[src/pkg/pump_regs_pkg.sv]
// Register map, codes, limits and carriers of the pump holding-register bank.
// Assumes 16-bit words at Modbus register numbers; a 32-bit value is two words, high first.
package pump_regs_pkg;
   localparam int unsigned CLK_HZ           = 25_000_000;
   localparam int unsigned LINK_TIMEOUT_MS  = 10;
   localparam int unsigned LINK_TIMEOUT_CYC = LINK_TIMEOUT_MS * (CLK_HZ / 1000);

   typedef logic [19:0] reg_addr_t;
   localparam reg_addr_t ADR_STATE_HI = 20'h61f02;
   localparam reg_addr_t ADR_STATE_LO = 20'h61f03;
   localparam reg_addr_t ADR_TOTAL    = 20'h61f04;
   localparam reg_addr_t ADR_FLOW     = 20'h61f05;
   localparam reg_addr_t ADR_INHIBIT  = 20'h61f06;
   localparam reg_addr_t ADR_CLEAR    = 20'h61f07;
   localparam reg_addr_t ADR_TICK     = 20'h61f08;
   localparam reg_addr_t ADR_LOSS_EN  = 20'h61f09;
   localparam reg_addr_t ADR_WARN     = 20'h61f0a;
   localparam reg_addr_t ADR_STOP     = 20'h61f0b;
   localparam reg_addr_t ADR_AOSW_M   = 20'h61f0c;
   localparam reg_addr_t ADR_AOLO_M   = 20'h61f0e;
   localparam reg_addr_t ADR_AOHI_M   = 20'h61f10;
   localparam reg_addr_t ADR_AOKIND   = 20'h61f12;
   localparam reg_addr_t ADR_AOSW     = 20'h61f14;
   localparam reg_addr_t ADR_AOLO     = 20'h61f16;
   localparam reg_addr_t ADR_AOHI     = 20'h61f18;
   localparam reg_addr_t ADR_TEMP     = 20'h61f1a;
   localparam reg_addr_t ADR_TMODE_M  = 20'h61f1c;
   localparam reg_addr_t ADR_TTHR_M   = 20'h61f1e;
   localparam reg_addr_t ADR_TMODE    = 20'h61f20;
   localparam reg_addr_t ADR_TTHR     = 20'h61f22;
   localparam reg_addr_t ADR_LO_STEP  = 20'h00001;

   localparam logic [2:0] PST_STANDBY = 3'h0;
   localparam logic [2:0] PST_RUN     = 3'h1;
   localparam logic [2:0] PST_LK_ALRM = 3'h2;
   localparam logic [2:0] PST_LK_RMT  = 3'h3;
   localparam logic [2:0] PST_LK_PWR  = 3'h4;
   localparam logic [2:0] PST_LK_TEMP = 3'h5;

   localparam logic [1:0] TM_OFF     = 2'h0;
   localparam logic [1:0] TM_DISPLAY = 2'h1;
   localparam logic [1:0] TM_BELOW   = 2'h2;
   localparam logic [1:0] TM_ABOVE   = 2'h3;

   localparam logic [15:0] TOTAL_WRAP  = 16'h7fff;
   localparam logic [15:0] FLOW_MIN    = 16'h000a;
   localparam logic [15:0] FLOW_MAX    = 16'hea60;
   localparam logic [15:0] LEVEL_MAX   = 16'h3840;
   localparam logic [31:0] AOUT_MAX    = 32'h0000003b;
   localparam logic [31:0] TMODE_MAX   = 32'h00000003;
   localparam logic [31:0] TEMP_MIN    = 32'hffffffd8;
   localparam logic [31:0] TEMP_MAX    = 32'h00000076;

   localparam logic [15:0] FLOW_RST    = 16'h000a;
   localparam logic [5:0]  AOUT_HI_RST = 6'h3b;

   typedef struct packed {
      logic        valid;
      logic        write;
      reg_addr_t   addr;
      logic [15:0] wdata;
   } reg_req_s;

   typedef struct packed {
      logic        ack;
      logic        err;
      logic [15:0] rdata;
   } reg_rsp_s;

   typedef struct packed {
      logic        flow_mode;
      logic        analog_in_en;
      logic        lock_alarm;
      logic        lock_remote;
      logic        lock_power;
      logic        lock_temp;
      logic        flow_tick;
      logic [15:0] temp;
      logic [3:0]  aout_kind;
   } core_stat_s;

   typedef struct packed {
      logic [2:0]  pump_code;
      logic        pump_run;
      logic        flow_rate_active;
      logic [15:0] flow_rate;
      logic [15:0] level_warn;
      logic [15:0] level_stop;
      logic        aout_active;
      logic [5:0]  aout_floor;
      logic [5:0]  aout_ceiling;
      logic        thermal_active;
      logic        thermal_demand;
      logic        alarm_clear;
      logic        link_loss;
      logic [15:0] beat_count;
   } pump_ctl_s;
endpackage

[src/design/injection_pump_modbus_regs.sv]
// Holding-register bank of the injection pump controller.
// Assumes requests come from a Modbus front end on core_clk_i, one word per request,
// and that status inputs are already synchronous to core_clk_i.
`timescale 1ns/100ps
`default_nettype none
module injection_pump_modbus_regs #(
   parameter int unsigned LINK_TIMEOUT_CYCLES = pump_regs_pkg::LINK_TIMEOUT_CYC
) (
   input  wire logic                      core_clk_i,
   input  wire logic                      srst_i,
   input  wire logic                      ce_i,
   input  wire pump_regs_pkg::reg_req_s   req_i,
   input  wire pump_regs_pkg::core_stat_s stat_i,
   output var  pump_regs_pkg::reg_rsp_s   rsp_o,
   output var  pump_regs_pkg::pump_ctl_s  ctl_o
);
   import pump_regs_pkg::*;

   function automatic logic in_window(input logic [31:0] v,
                                      input logic [31:0] lo,
                                      input logic [31:0] hi);
      return (v >= lo) && (v <= hi);
   endfunction

   function automatic logic within_s(input logic [31:0] v,
                                     input logic [31:0] lo,
                                     input logic [31:0] hi);
      return ($signed(v) >= $signed(lo)) && ($signed(v) <= $signed(hi));
   endfunction

   // Level words are treated as signed so a negative entry is caught
   function automatic logic [15:0] clamp_level(input logic [15:0] v);
      if (v[15]) return 16'h0000;
      if (v > LEVEL_MAX) return LEVEL_MAX;
      return v;
   endfunction

   function automatic logic [15:0] pad6(input logic [5:0] v);
      return {10'h000, v};
   endfunction

   logic               cmd_run;
   logic [15:0]        grand_total;
   logic [15:0]        flow_rate;
   logic [15:0]        tick_value;
   logic               loss_en;
   logic [15:0]        warn_level;
   logic [15:0]        stop_level;
   logic [15:0]        stage_hi;
   logic               aout_on;
   logic [5:0]         aout_lo;
   logic [5:0]         aout_hi;
   logic [1:0]         tmode;
   logic signed [7:0]  tthr;
   logic [15:0]        rd_word;
   logic               rd_hit;
   logic [2:0]         pump_code;
   logic               wd_lost;
   logic [15:0]        wd_beats;

   wire        wr      = req_i.valid & req_i.write;
   wire [15:0] wd      = req_i.wdata;
   wire [31:0] full32  = {stage_hi, req_i.wdata};
   wire        wd_bool = (wd == 16'h0000) | (wd == 16'h0001);

   wire wr_state   = wr & (req_i.addr == ADR_STATE_LO);
   wire wr_total   = wr & (req_i.addr == ADR_TOTAL);
   wire wr_flow    = wr & (req_i.addr == ADR_FLOW);
   wire wr_inhibit = wr & (req_i.addr == ADR_INHIBIT);
   wire wr_clear   = wr & (req_i.addr == ADR_CLEAR);
   wire wr_tick    = wr & (req_i.addr == ADR_TICK);
   wire wr_loss_en = wr & (req_i.addr == ADR_LOSS_EN);
   wire wr_warn    = wr & (req_i.addr == ADR_WARN);
   wire wr_stop    = wr & (req_i.addr == ADR_STOP);
   wire wr_aosw    = wr & (req_i.addr == ADR_AOSW + ADR_LO_STEP);
   wire wr_aolo    = wr & (req_i.addr == ADR_AOLO + ADR_LO_STEP);
   wire wr_aohi    = wr & (req_i.addr == ADR_AOHI + ADR_LO_STEP);
   wire wr_tmode   = wr & (req_i.addr == ADR_TMODE + ADR_LO_STEP);
   wire wr_tthr    = wr & (req_i.addr == ADR_TTHR + ADR_LO_STEP);

   // High words of writable pairs only stage; the low word commits both
   wire wr_any_hi  = wr & ((req_i.addr == ADR_AOSW) | (req_i.addr == ADR_AOLO) |
                           (req_i.addr == ADR_AOHI) | (req_i.addr == ADR_TMODE) |
                           (req_i.addr == ADR_TTHR));

   wire state_ok   = wr_state & wd_bool;
   wire inhibit_ok = wr_inhibit & wd_bool;
   wire flow_ok    = wr_flow & in_window({16'h0000, wd}, {16'h0000, FLOW_MIN},
                                         {16'h0000, FLOW_MAX});
   wire total_ok   = wr_total & (wd <= TOTAL_WRAP);
   wire clear_ok   = wr_clear & (wd == 16'h0001);
   wire aolo_ok    = wr_aolo & in_window(full32, 32'h0, AOUT_MAX);
   wire aohi_ok    = wr_aohi & in_window(full32, 32'h0, AOUT_MAX);
   wire aosw_ok    = wr_aosw & in_window(full32, 32'h0, 32'h1);
   wire tmode_ok   = wr_tmode & in_window(full32, 32'h0, TMODE_MAX);
   wire tthr_ok    = wr_tthr & within_s(full32, TEMP_MIN, TEMP_MAX);

   wire total_step = stat_i.flow_mode & stat_i.flow_tick;
   wire [15:0] next_total = (grand_total >= TOTAL_WRAP) ? 16'h0000
                                                       : grand_total + 16'h0001;

   assign pump_code = stat_i.lock_alarm  ? PST_LK_ALRM :
                      stat_i.lock_remote ? PST_LK_RMT  :
                      stat_i.lock_power  ? PST_LK_PWR  :
                      stat_i.lock_temp   ? PST_LK_TEMP :
                      cmd_run            ? PST_RUN     : PST_STANDBY;

   wire signed [15:0] temp_now   = $signed(stat_i.temp);
   wire signed [15:0] thr_wide   = 16'(tthr);
   wire               th_armed   = (tmode == TM_BELOW) | (tmode == TM_ABOVE);
   wire               th_demand  = ((tmode == TM_BELOW) & (temp_now < thr_wide)) |
                                   ((tmode == TM_ABOVE) & (temp_now > thr_wide));

   wire [15:0] tthr_hi = {16{tthr[7]}};
   wire [15:0] tthr_lo = {{8{tthr[7]}}, tthr};
   wire [15:0] temp_hi = {16{stat_i.temp[15]}};

   // Mirrors and writable copies read the same held settings
   always_comb begin
      rd_hit  = 1'b1;
      rd_word = 16'h0000;
      case (req_i.addr)
         ADR_STATE_HI:               rd_word = 16'h0000;
         ADR_STATE_LO:               rd_word = {13'h0000, pump_code};
         ADR_TOTAL:                  rd_word = grand_total;
         ADR_FLOW:                   rd_word = flow_rate;
         ADR_INHIBIT:                rd_word = {15'h0000, ~cmd_run};
         ADR_CLEAR:                  rd_word = 16'h0000;
         ADR_TICK:                   rd_word = tick_value;
         ADR_LOSS_EN:                rd_word = {15'h0000, loss_en};
         ADR_WARN:                   rd_word = warn_level;
         ADR_STOP:                   rd_word = stop_level;
         ADR_AOSW_M, ADR_AOSW:       rd_word = 16'h0000;
         ADR_AOLO_M, ADR_AOLO:       rd_word = 16'h0000;
         ADR_AOHI_M, ADR_AOHI:       rd_word = 16'h0000;
         ADR_AOKIND:                 rd_word = 16'h0000;
         ADR_TMODE_M, ADR_TMODE:     rd_word = 16'h0000;
         ADR_TEMP:                   rd_word = temp_hi;
         ADR_TTHR_M, ADR_TTHR:       rd_word = tthr_hi;
         ADR_AOSW_M + ADR_LO_STEP,
         ADR_AOSW + ADR_LO_STEP:     rd_word = {15'h0000, aout_on};
         ADR_AOLO_M + ADR_LO_STEP,
         ADR_AOLO + ADR_LO_STEP:     rd_word = pad6(aout_lo);
         ADR_AOHI_M + ADR_LO_STEP,
         ADR_AOHI + ADR_LO_STEP:     rd_word = pad6(aout_hi);
         ADR_AOKIND + ADR_LO_STEP:   rd_word = {12'h000, stat_i.aout_kind};
         ADR_TEMP + ADR_LO_STEP:     rd_word = stat_i.temp;
         ADR_TMODE_M + ADR_LO_STEP,
         ADR_TMODE + ADR_LO_STEP:    rd_word = {14'h0000, tmode};
         ADR_TTHR_M + ADR_LO_STEP,
         ADR_TTHR + ADR_LO_STEP:     rd_word = tthr_lo;
         default:                    rd_hit  = 1'b0;
      endcase
   end

   link_watchdog #(
      .TIMEOUT_CYCLES (LINK_TIMEOUT_CYCLES)
   ) u_watchdog (
      .core_clk_i (core_clk_i),
      .srst_i     (srst_i),
      .ce_i       (ce_i),
      .enable_i   (loss_en),
      .tick_i     (wr_tick),
      .clear_i    (clear_ok),
      .lost_o     (wd_lost),
      .beats_o    (wd_beats)
   );

   always_ff @(posedge core_clk_i) begin
      if (srst_i) begin
         cmd_run <= 1'b0;
      end else if (ce_i) begin
         if (state_ok) cmd_run <= wd[0];
         else if (inhibit_ok) cmd_run <= ~wd[0];
      end
   end

   always_ff @(posedge core_clk_i) begin
      if (srst_i) begin
         grand_total <= 16'h0000;
      end else if (ce_i) begin
         if (total_ok) grand_total <= wd;
         else if (total_step) grand_total <= next_total;
      end
   end

   always_ff @(posedge core_clk_i) begin
      if (srst_i) begin
         flow_rate  <= FLOW_RST;
         tick_value <= 16'h0000;
         loss_en    <= 1'b0;
         warn_level <= 16'h0000;
         stop_level <= 16'h0000;
      end else if (ce_i) begin
         if (flow_ok) flow_rate <= wd;
         if (wr_tick) tick_value <= wd;
         if (wr_loss_en && wd_bool) loss_en <= wd[0];
         if (wr_warn) warn_level <= clamp_level(wd);
         if (wr_stop) stop_level <= clamp_level(wd);
      end
   end

   always_ff @(posedge core_clk_i) begin
      if (srst_i) begin
         stage_hi <= 16'h0000;
         aout_on  <= 1'b0;
         aout_lo  <= 6'h00;
         aout_hi  <= AOUT_HI_RST;
         tmode    <= TM_OFF;
         tthr     <= 8'sh00;
      end else if (ce_i) begin
         if (wr_any_hi) stage_hi <= wd;
         if (aosw_ok) aout_on <= full32[0];
         if (aolo_ok) aout_lo <= full32[5:0];
         if (aohi_ok) aout_hi <= full32[5:0];
         if (tmode_ok) tmode <= full32[1:0];
         if (tthr_ok) tthr <= $signed(full32[7:0]);
      end
   end

   // Answer one cycle after the request; unmapped words flag err
   always_ff @(posedge core_clk_i) begin
      if (srst_i) begin
         rsp_o <= '0;
      end else if (ce_i) begin
         rsp_o.ack   <= req_i.valid;
         rsp_o.err   <= req_i.valid & ~rd_hit;
         rsp_o.rdata <= (req_i.valid && !req_i.write && rd_hit) ? rd_word : 16'h0000;
      end
   end

   always_ff @(posedge core_clk_i) begin
      if (srst_i) begin
         ctl_o <= '0;
      end else if (ce_i) begin
         ctl_o.pump_code        <= pump_code;
         ctl_o.pump_run         <= (pump_code == PST_RUN);
         ctl_o.flow_rate_active <= stat_i.flow_mode & ~stat_i.analog_in_en;
         ctl_o.flow_rate        <= flow_rate;
         ctl_o.level_warn       <= warn_level;
         ctl_o.level_stop       <= stop_level;
         ctl_o.aout_active      <= aout_on;
         ctl_o.aout_floor       <= aout_on ? aout_lo : 6'h00;
         ctl_o.aout_ceiling     <= aout_on ? aout_hi : 6'h00;
         ctl_o.thermal_active   <= th_armed;
         ctl_o.thermal_demand   <= th_armed & th_demand;
         ctl_o.alarm_clear      <= clear_ok;
         // loss flag for alarm bit 4
         ctl_o.link_loss        <= wd_lost;
         ctl_o.beat_count       <= wd_beats;
      end
   end
endmodule
`default_nettype wire

[src/design/link_watchdog.sv]
// Heartbeat counter and communications-loss watchdog.
// Assumes tick and clear are single-cycle pulses on core_clk_i.
`timescale 1ns/100ps
`default_nettype none
module link_watchdog #(
   parameter int unsigned TIMEOUT_CYCLES = 250000
) (
   input  wire logic        core_clk_i,
   input  wire logic        srst_i,
   input  wire logic        ce_i,
   input  wire logic        enable_i,
   input  wire logic        tick_i,
   input  wire logic        clear_i,
   output var  logic        lost_o,
   output var  logic [15:0] beats_o
);
   localparam int CW = $clog2(TIMEOUT_CYCLES + 1);
   localparam logic [CW-1:0] LAST = CW'(TIMEOUT_CYCLES - 1);

   typedef enum logic [2:0] {
      WD_OFF   = 3'b001,
      WD_WATCH = 3'b010,
      WD_LOST  = 3'b100
   } wd_state_e;

   wd_state_e      state;
   wd_state_e      next_state;
   logic [CW-1:0]  idle_cnt;
   logic [CW-1:0]  next_idle_cnt;

   wire expired = (idle_cnt == LAST) & ~tick_i;

   always_comb begin
      next_state    = state;
      next_idle_cnt = '0;
      case (state)
         WD_OFF: begin
            if (enable_i) next_state = WD_WATCH;
         end
         WD_WATCH: begin
            next_idle_cnt = tick_i ? '0 : idle_cnt + CW'(1);
            // Timeout outranks a clear arriving together
            if (!enable_i) next_state = WD_OFF;
            else if (expired) next_state = WD_LOST;
         end
         WD_LOST: begin
            if (!enable_i) next_state = WD_OFF;
            else if (clear_i) next_state = WD_WATCH;
         end
         default: next_state = WD_OFF;
      endcase
   end

   always_ff @(posedge core_clk_i) begin
      if (srst_i) begin
         state    <= WD_OFF;
         idle_cnt <= '0;
         beats_o  <= '0;
      end else if (ce_i) begin
         state    <= next_state;
         idle_cnt <= next_idle_cnt;
         if (tick_i && enable_i) beats_o <= beats_o + 16'h0001;
      end
   end

   assign lost_o = (state == WD_LOST);
endmodule
`default_nettype wire

[config.mk]
export PLATFORM = sky130hd
export DESIGN_NAME = injection_pump_modbus_regs
export DESIGN_NICKNAME = d
export VERILOG_FILES = /design/src/pkg/pump_regs_pkg.sv /design/src/design/injection_pump_modbus_regs.sv /design/src/design/link_watchdog.sv
export SDC_FILE = /design/constraint.sdc
export NUM_CORES = 1
export LEC_CHECK = 0
export BUFFER_PORTS_ARGS = -buffer_cell sky130_fd_sc_hd__buf_2
export CORE_ASPECT_RATIO = 0.75
export CORE_MARGIN = 2
export CORE_UTILIZATION = 60
export CTS_CLUSTER_SIZE = 28
export DETAILED_ROUTE_END_ITERATION = 12
export PLACE_DENSITY_LB_ADDON = 0.08
export SKIP_LAST_GASP = 1
export SYNTH_ARGS = -nofsm -noshare
export SYNTH_HDL_FRONTEND = slang
export SYNTH_SLANG_ARGS = --single-unit
export TNS_END_PERCENT = 30
[constraint.sdc]
create_clock -name core_clk_i -period 4.6 [get_ports core_clk_i]
set_input_delay 0.69 -clock core_clk_i [delete_from_list [all_inputs] [get_ports core_clk_i]]
set_output_delay 0.69 -clock core_clk_i [all_outputs]
set_load 0.01 [all_outputs]
* Word-level counts from Yosys, hierarchy flattened *
Cells that the tools add are included.

storage, ports and cells
  flip-flop bits (word level) = 262
  latch bits = 0
  memory bits (writable) = 0
  bits in read-only memories = 0
  input bits = 68
  logic and storage cells = 219
  memories kept = 0

cells by class
  $add $sub $neg = 3
  multipliers = 0
  divide/modulo/power cells = 0
  order comparisons = 13
  eq/ne operators = 45
  shift operators = 0
  muxes and demuxes = 45
  bitwise gates (word level) = 45
  reductions and logical operators = 35

operators with widths
  operator               number
  $eq 20x19->1 const B   34
  $pmux 16 s17           1
  $mux 16                10
  $mux 18                2
  $reduce_or 34->1       1
  $and 1x1->1            33
  $add 16x1->16 const B  2
  $ge 32x1->1 const B    1
  $ge 32x7->1 const B    1
  $le 32x1->1 const B    1
  $le 32x2->1 const B    1
  $le 32x6->1 const B    1
  $le 32x8->1 const B    1
  $reduce_and 2->1       14
  $mux 3                 9
  $mux 1                 20
  $add 18x1->18 const B  1
  $eq 18x18->1 const B   1
  $eq 16x1->1 const B    1
  $ge 16x15->1 const B   1
  $ge 16x4->1 const B    1
  $gt 16x14->1 const B   1
  $gt 16x8->1            1
  $le 16x15->1 const B   1
  18 further kinds       46

* Depth between registers and ports, before layout *
  depth in word-level cells = 11
  mapped depth = 9
  depth with buffers taken out = 8

* Modules after synthesis *
From an unflattened synthesis, not the netlist that was laid out.

second synthesis, totals
  cell total of the unflattened synthesis = 1520
  area, all modules = 12748.5 um^2

by module, submodules not included
  module                      times used  cells each  area an instance (um^2)
  injection_pump_modbus_regs  1           1299        10802.9
  link_watchdog               1           221         1945.6

* Worst setup path before layout *
No wires, ideal clock.

  path type = input to register
  from = input req_i[30] (netlist name)
  to = register u_watchdog.beats_o[12]
  arrival = 2697 ps
  data required time = 4529 ps
  path slack = 1832 ps
  stages = 7
  buffers on the path = 2
  path through = or4b_1 -> buf_4 -> or2_4 -> buf_6 -> or4_4 -> or3_1 -> a21oi_1

between the ends
  word-level cells in the longest chain between the ends = 4

ends and longest elaborated chain
  item                               line                              source
  from (decl)                        injection_pump_modbus_regs.sv:12  input wire pump_regs_pkg::reg_req_s req_i,
  $eq 20x19->1                       injection_pump_modbus_regs.sv:71  wire wr_tick = wr & (req_i.addr == ADR_TICK);
  $and 1x1->1                        injection_pump_modbus_regs.sv:71
  $logic_and 1x1->1                  link_watchdog.sv:62               if (tick_i && enable_i) beats_o <= beats_o + 16'h0001;
  $reduce_and 2->1 (no source line)  n/a
  to (signal assigned)               link_watchdog.sv:62
  to (decl)                          link_watchdog.sv:15               output var logic [15:0] beats_o

No other way between the ends.
A chain may end at the register's enable or synchronous reset.

* Worst setup path in the final report *
  from = input req_i[30] (netlist name)
  to = register flow_rate[13]

between the ends
  word-level cells in the longest chain between the ends = 4

ends and longest elaborated chain
  item                               line                               source
  $eq 20x19->1                       injection_pump_modbus_regs.sv:68   wire wr_flow = wr & (req_i.addr == ADR_FLOW);
  $and 1x1->1                        injection_pump_modbus_regs.sv:68
  $and 1x1->1                        injection_pump_modbus_regs.sv:88   wire flow_ok = wr_flow & in_window({16'h0000, wd}, {16'h0000, FLOW_MIN},
  $reduce_and 2->1 (no source line)  n/a
  to (signal assigned)               injection_pump_modbus_regs.sv:195  if (flow_ok) flow_rate <= wd;
  to (decl)                          injection_pump_modbus_regs.sv:44   logic [15:0] flow_rate;

No other way between the ends.

==> results.py <==
metrics = {
    "timing": {
        "final-setup-viol-count": 0,
        "drv_slew": 0,
        "finalCriticalPeriod_ns": 3.21,
        "fmax_ghz": 0.312,
        "report.final.hold_viol_count": 0,
        "holdWs_ns": 0.443,
        "setup_tns_ns": 0,
        "fin_skew_ns": 0.0229,
        "slew_headroom_pct": 20.7,
        "rsz0062_at_grt": "no",
        "worst_pin_slew_ns": 1.18,
        "fin_crit_sh_pct": 69.7,
    },
    "finish": {
        "num-fill-cells": 1705,
        "drive_gt1_share_pct": 16.4,
        "multi_input_area_sq_um": 6540,
        "area_delta_synth_final_pct": 14.7,
        "regArea_sq_um": 5160,
        "nets": 1641,
    },
    "worst_setup_path": {
        "reg2reg_depth": 8,
        "rr_startpoint": "tthr[7]",
        "worstSetupEndpointType": "flip-flop",
        "reg2reg_to": "ctl_o[18]",
        "arrival_ns": 3.60,
        "crit_path_start_kind": "input port",
        "worstPathCellList": "buf_2, nor4b_1, nand2_1, nor3_2, buf_4, nand4_2, mux2i_1, nor2_1",
        "worstSetupStartpoint": "req_i[30]",
        "required_ns": 5.00,
        "cp_max_fo": 18,
        "setup.worst_path.end": "flow_rate[13]",
        "rrSetupSlack_ns": 1.81,
        "critPathSlowestCell": "nand4_2",
        "path_class": "input port to flip-flop",
        "critical-path-max-stage-delay_ns": 0.68,
    },
    "clock_network": {
        "clk_latency_ns": 0.55,
        "clockBufferDepth": 3,
        "cts_setup_buffers": 0,
        "cts_made_buffers": 26,
        "hold_buffers": 0,
        "cts_root_buf": "clkbuf_16",
        "cts_num_sinks": 258,
        "clk_pin_slew_ns": 0.06,
        "cts_resized": 0,
        "htreeDepth": 1,
        "cts_tree": "done",
    },
    "logic_synthesis": {
        "syn-instance-count": 1439,
        "ys_top_cells_by_area": "dfxtp_1 42%, mux2i_1 9.7%, nor2_1 6.7%, nand2_1 4.6%, a21oi_1 3.4%",
        "synth.avg_cell_area_sq_um": 8.51,
        "ys_types": 79,
        "synth_common_cells": "258 x dfxtp_1, 217 x nor2_1, 150 x nand2_1",
        "yosysMostFrequentCell": "dfxtp_1",
        "async_flop_share_pct": 0,
        "yosys.area.top_type_share_pct": 42.2,
        "synth_flop_cell": "dfxtp_1",
        "netlist_area_sq_um": 12200,
        "yosys.area.top_type": "dfxtp_1",
        "synth-seq-cells": 258,
        "seq_area_frac_synth_pct": 42.2,
        "yosys_warnings": 0,
        "synth-edff-count": 0,
    },
    "global_routing": {
        "grt_use_total_pct": 36.3,
        "grt_max_degree": 115,
        "grt_pass1_vias": 10600,
        "antenna_found_initial": 2,
        "overflow": 0,
        "grt_first_pass_wirelength_microns": 61100,
    },
    "floorplanning": {
        "die_height_microns": 128,
        "initial_core_util_pct": 60.8,
        "core_area_sq_um": 20200,
        "rows": 45,
        "chipWidth_microns": 169,
        "ioPinCount": 172,
        "die_area_sq_um": 21600,
    },
    "drt": {
        "drc_errors": 0,
        "drtIter0Drc": 1446,
        "vias_per_cell": 6.37,
        "drtPass1Iterations": 8,
        "via_count": 11700,
        "postRouteWirelength_microns": 40200,
        "drtAntennaViolNets": 0,
        "wire_per_inst_microns": 22.0,
    },
    "place": {
        "gp_congestion": 1.01,
        "port_buffers": 169,
        "dp_hpwl_microns": 28700,
    },
    "run_status": {
        "status": "complete, no violations",
    },
    "job": {
        "drv_cap": 0,
    },
    "power": {
        "cellPowerDensity_nw_per_um2": 333,
        "power_leakage_uw": 0.00550,
        "vdd_drop_max_uv": 269,
    },
    "hold_path": {
        "min_path_type": "input port to flip-flop",
    },
}
## placed cells by master (no fill, tap or decap), types with 10 or more instances in the layout
master     instances
inv_1             33
dfxtp_1          258
nor2_1           217
nor2b_1           12
nand4_1           37
xnor2_1           15
or3_1             12
mux2i_1          119
buf_2            167
nand2_1          150
nor4_1            22
a222oi_1          13
a221oi_1          10
o32ai_1           11
a22oi_1           31
ha_1              19
clkbuf_16         26
nand3_1           52
o21ai_0           31
nor3_1            21
buf_4             21
xor2_1            14
and4_1            17
a21oi_1           84
and3_1            11
## cell families after synthesis
family	synth area share, %
buffers and inverters	4.59
xor gates and xnor gates	2.07
AOI/OAI and AO/OA	14.0
DFF	42.2
other	0.0306
and+or+nand+nor	25.5
adders and majority gates	1.94
muxes	9.73
## metrics by stage
stage | total power (uW) | util, % | instance area, sq um | setup WS [ns] | cells
4_1_cts | 4680 | 69.7 | 14000 | 1.48 | 1830
3_3_place_gp | 2560 | 65.4 | 13200 | 1.02 | 1784
2_1_floorplan | 2460 | - | 12300 | 1.83 | 1440
3_5_place_dp | 2560 | 65.4 | 13200 | 0.955 | 1784
5_1_grt | 4800 | 69.7 | 14000 | 1.27 | 1830
6_report | 4680 | 69.7 | 14100 | 1.39 | 1831
## cell type report
type / count / area share [%]
Multi-Input combinational cell: 1044 / 46.5
Sequential cell: 258 / 36.8
Timing Repair Buffer: 190 / 7.29
Clock buffer: 36 / 5.25
Tap cell: 258 / 2.30
Clock inverter: 10 / 0.971
Inverter: 34 / 0.908
Antenna cell: 1 / 0.0178
## state kept, by name (all words and copies together) (netlist names)
signal               cells
ctl_o                   84
rsp_o                   18
u_watchdog.idle_cnt     18
flow_rate               16
grand_total             16
stage_hi                16
tick_value              16
u_watchdog.beats_o      16
stop_level              15
warn_level              15
tthr                     8
aout_hi                  6
aout_lo                  6
u_watchdog.state         3
tmode                    2
aout_on                  1
cmd_run                  1
loss_en                  1
## worst max-delay path: cells and delay by family
kind	cells	cell delay [ns]
buffers and inverters	2	0.32
AND/OR/NAND/NOR	5	2.15
multiplexers	1	0.42
## report_power, final
part / internal [uW] / switching [uW] / total [uW] / leakage, uW
registers: 2240 / 5.37 / 2250 / 0.00208
logic: 79.1 / 200 / 280 / 0.00299
clock network: 1240 / 911 / 2150 / 0.000430
## worst min path at each step
stage	from	end	slack, ns	cells past startpoint
floorplan	tick_value[2]	tick_value[2]	0.43	2
global placement	rsp_o[5]	rsp_o[5]	0.43	2
detailed placement	rsp_o[9]	rsp_o[9]	0.44	2
CTS	stat_i[25]	ctl_o[81]	0.43	4
global route	stat_i[25]	ctl_o[81]	0.43	4
finish	stat_i[25]	ctl_o[81]	0.44	4
## layer usage
| layer | vias up | GRT usage (%) | wire, microns |
|---|---|---|---|
| met2 | 659 | 52.0 | 16500 |
| met5 | - | 0 | 13 |
| met1 | 5490 | 53.6 | 17700 |
| met3 | 93 | 10.3 | 4870 |
| li1 | 5413 | - | - |
| met4 | 2 | 9.80 | 1100 |
(Power assumes the default switching activity.)
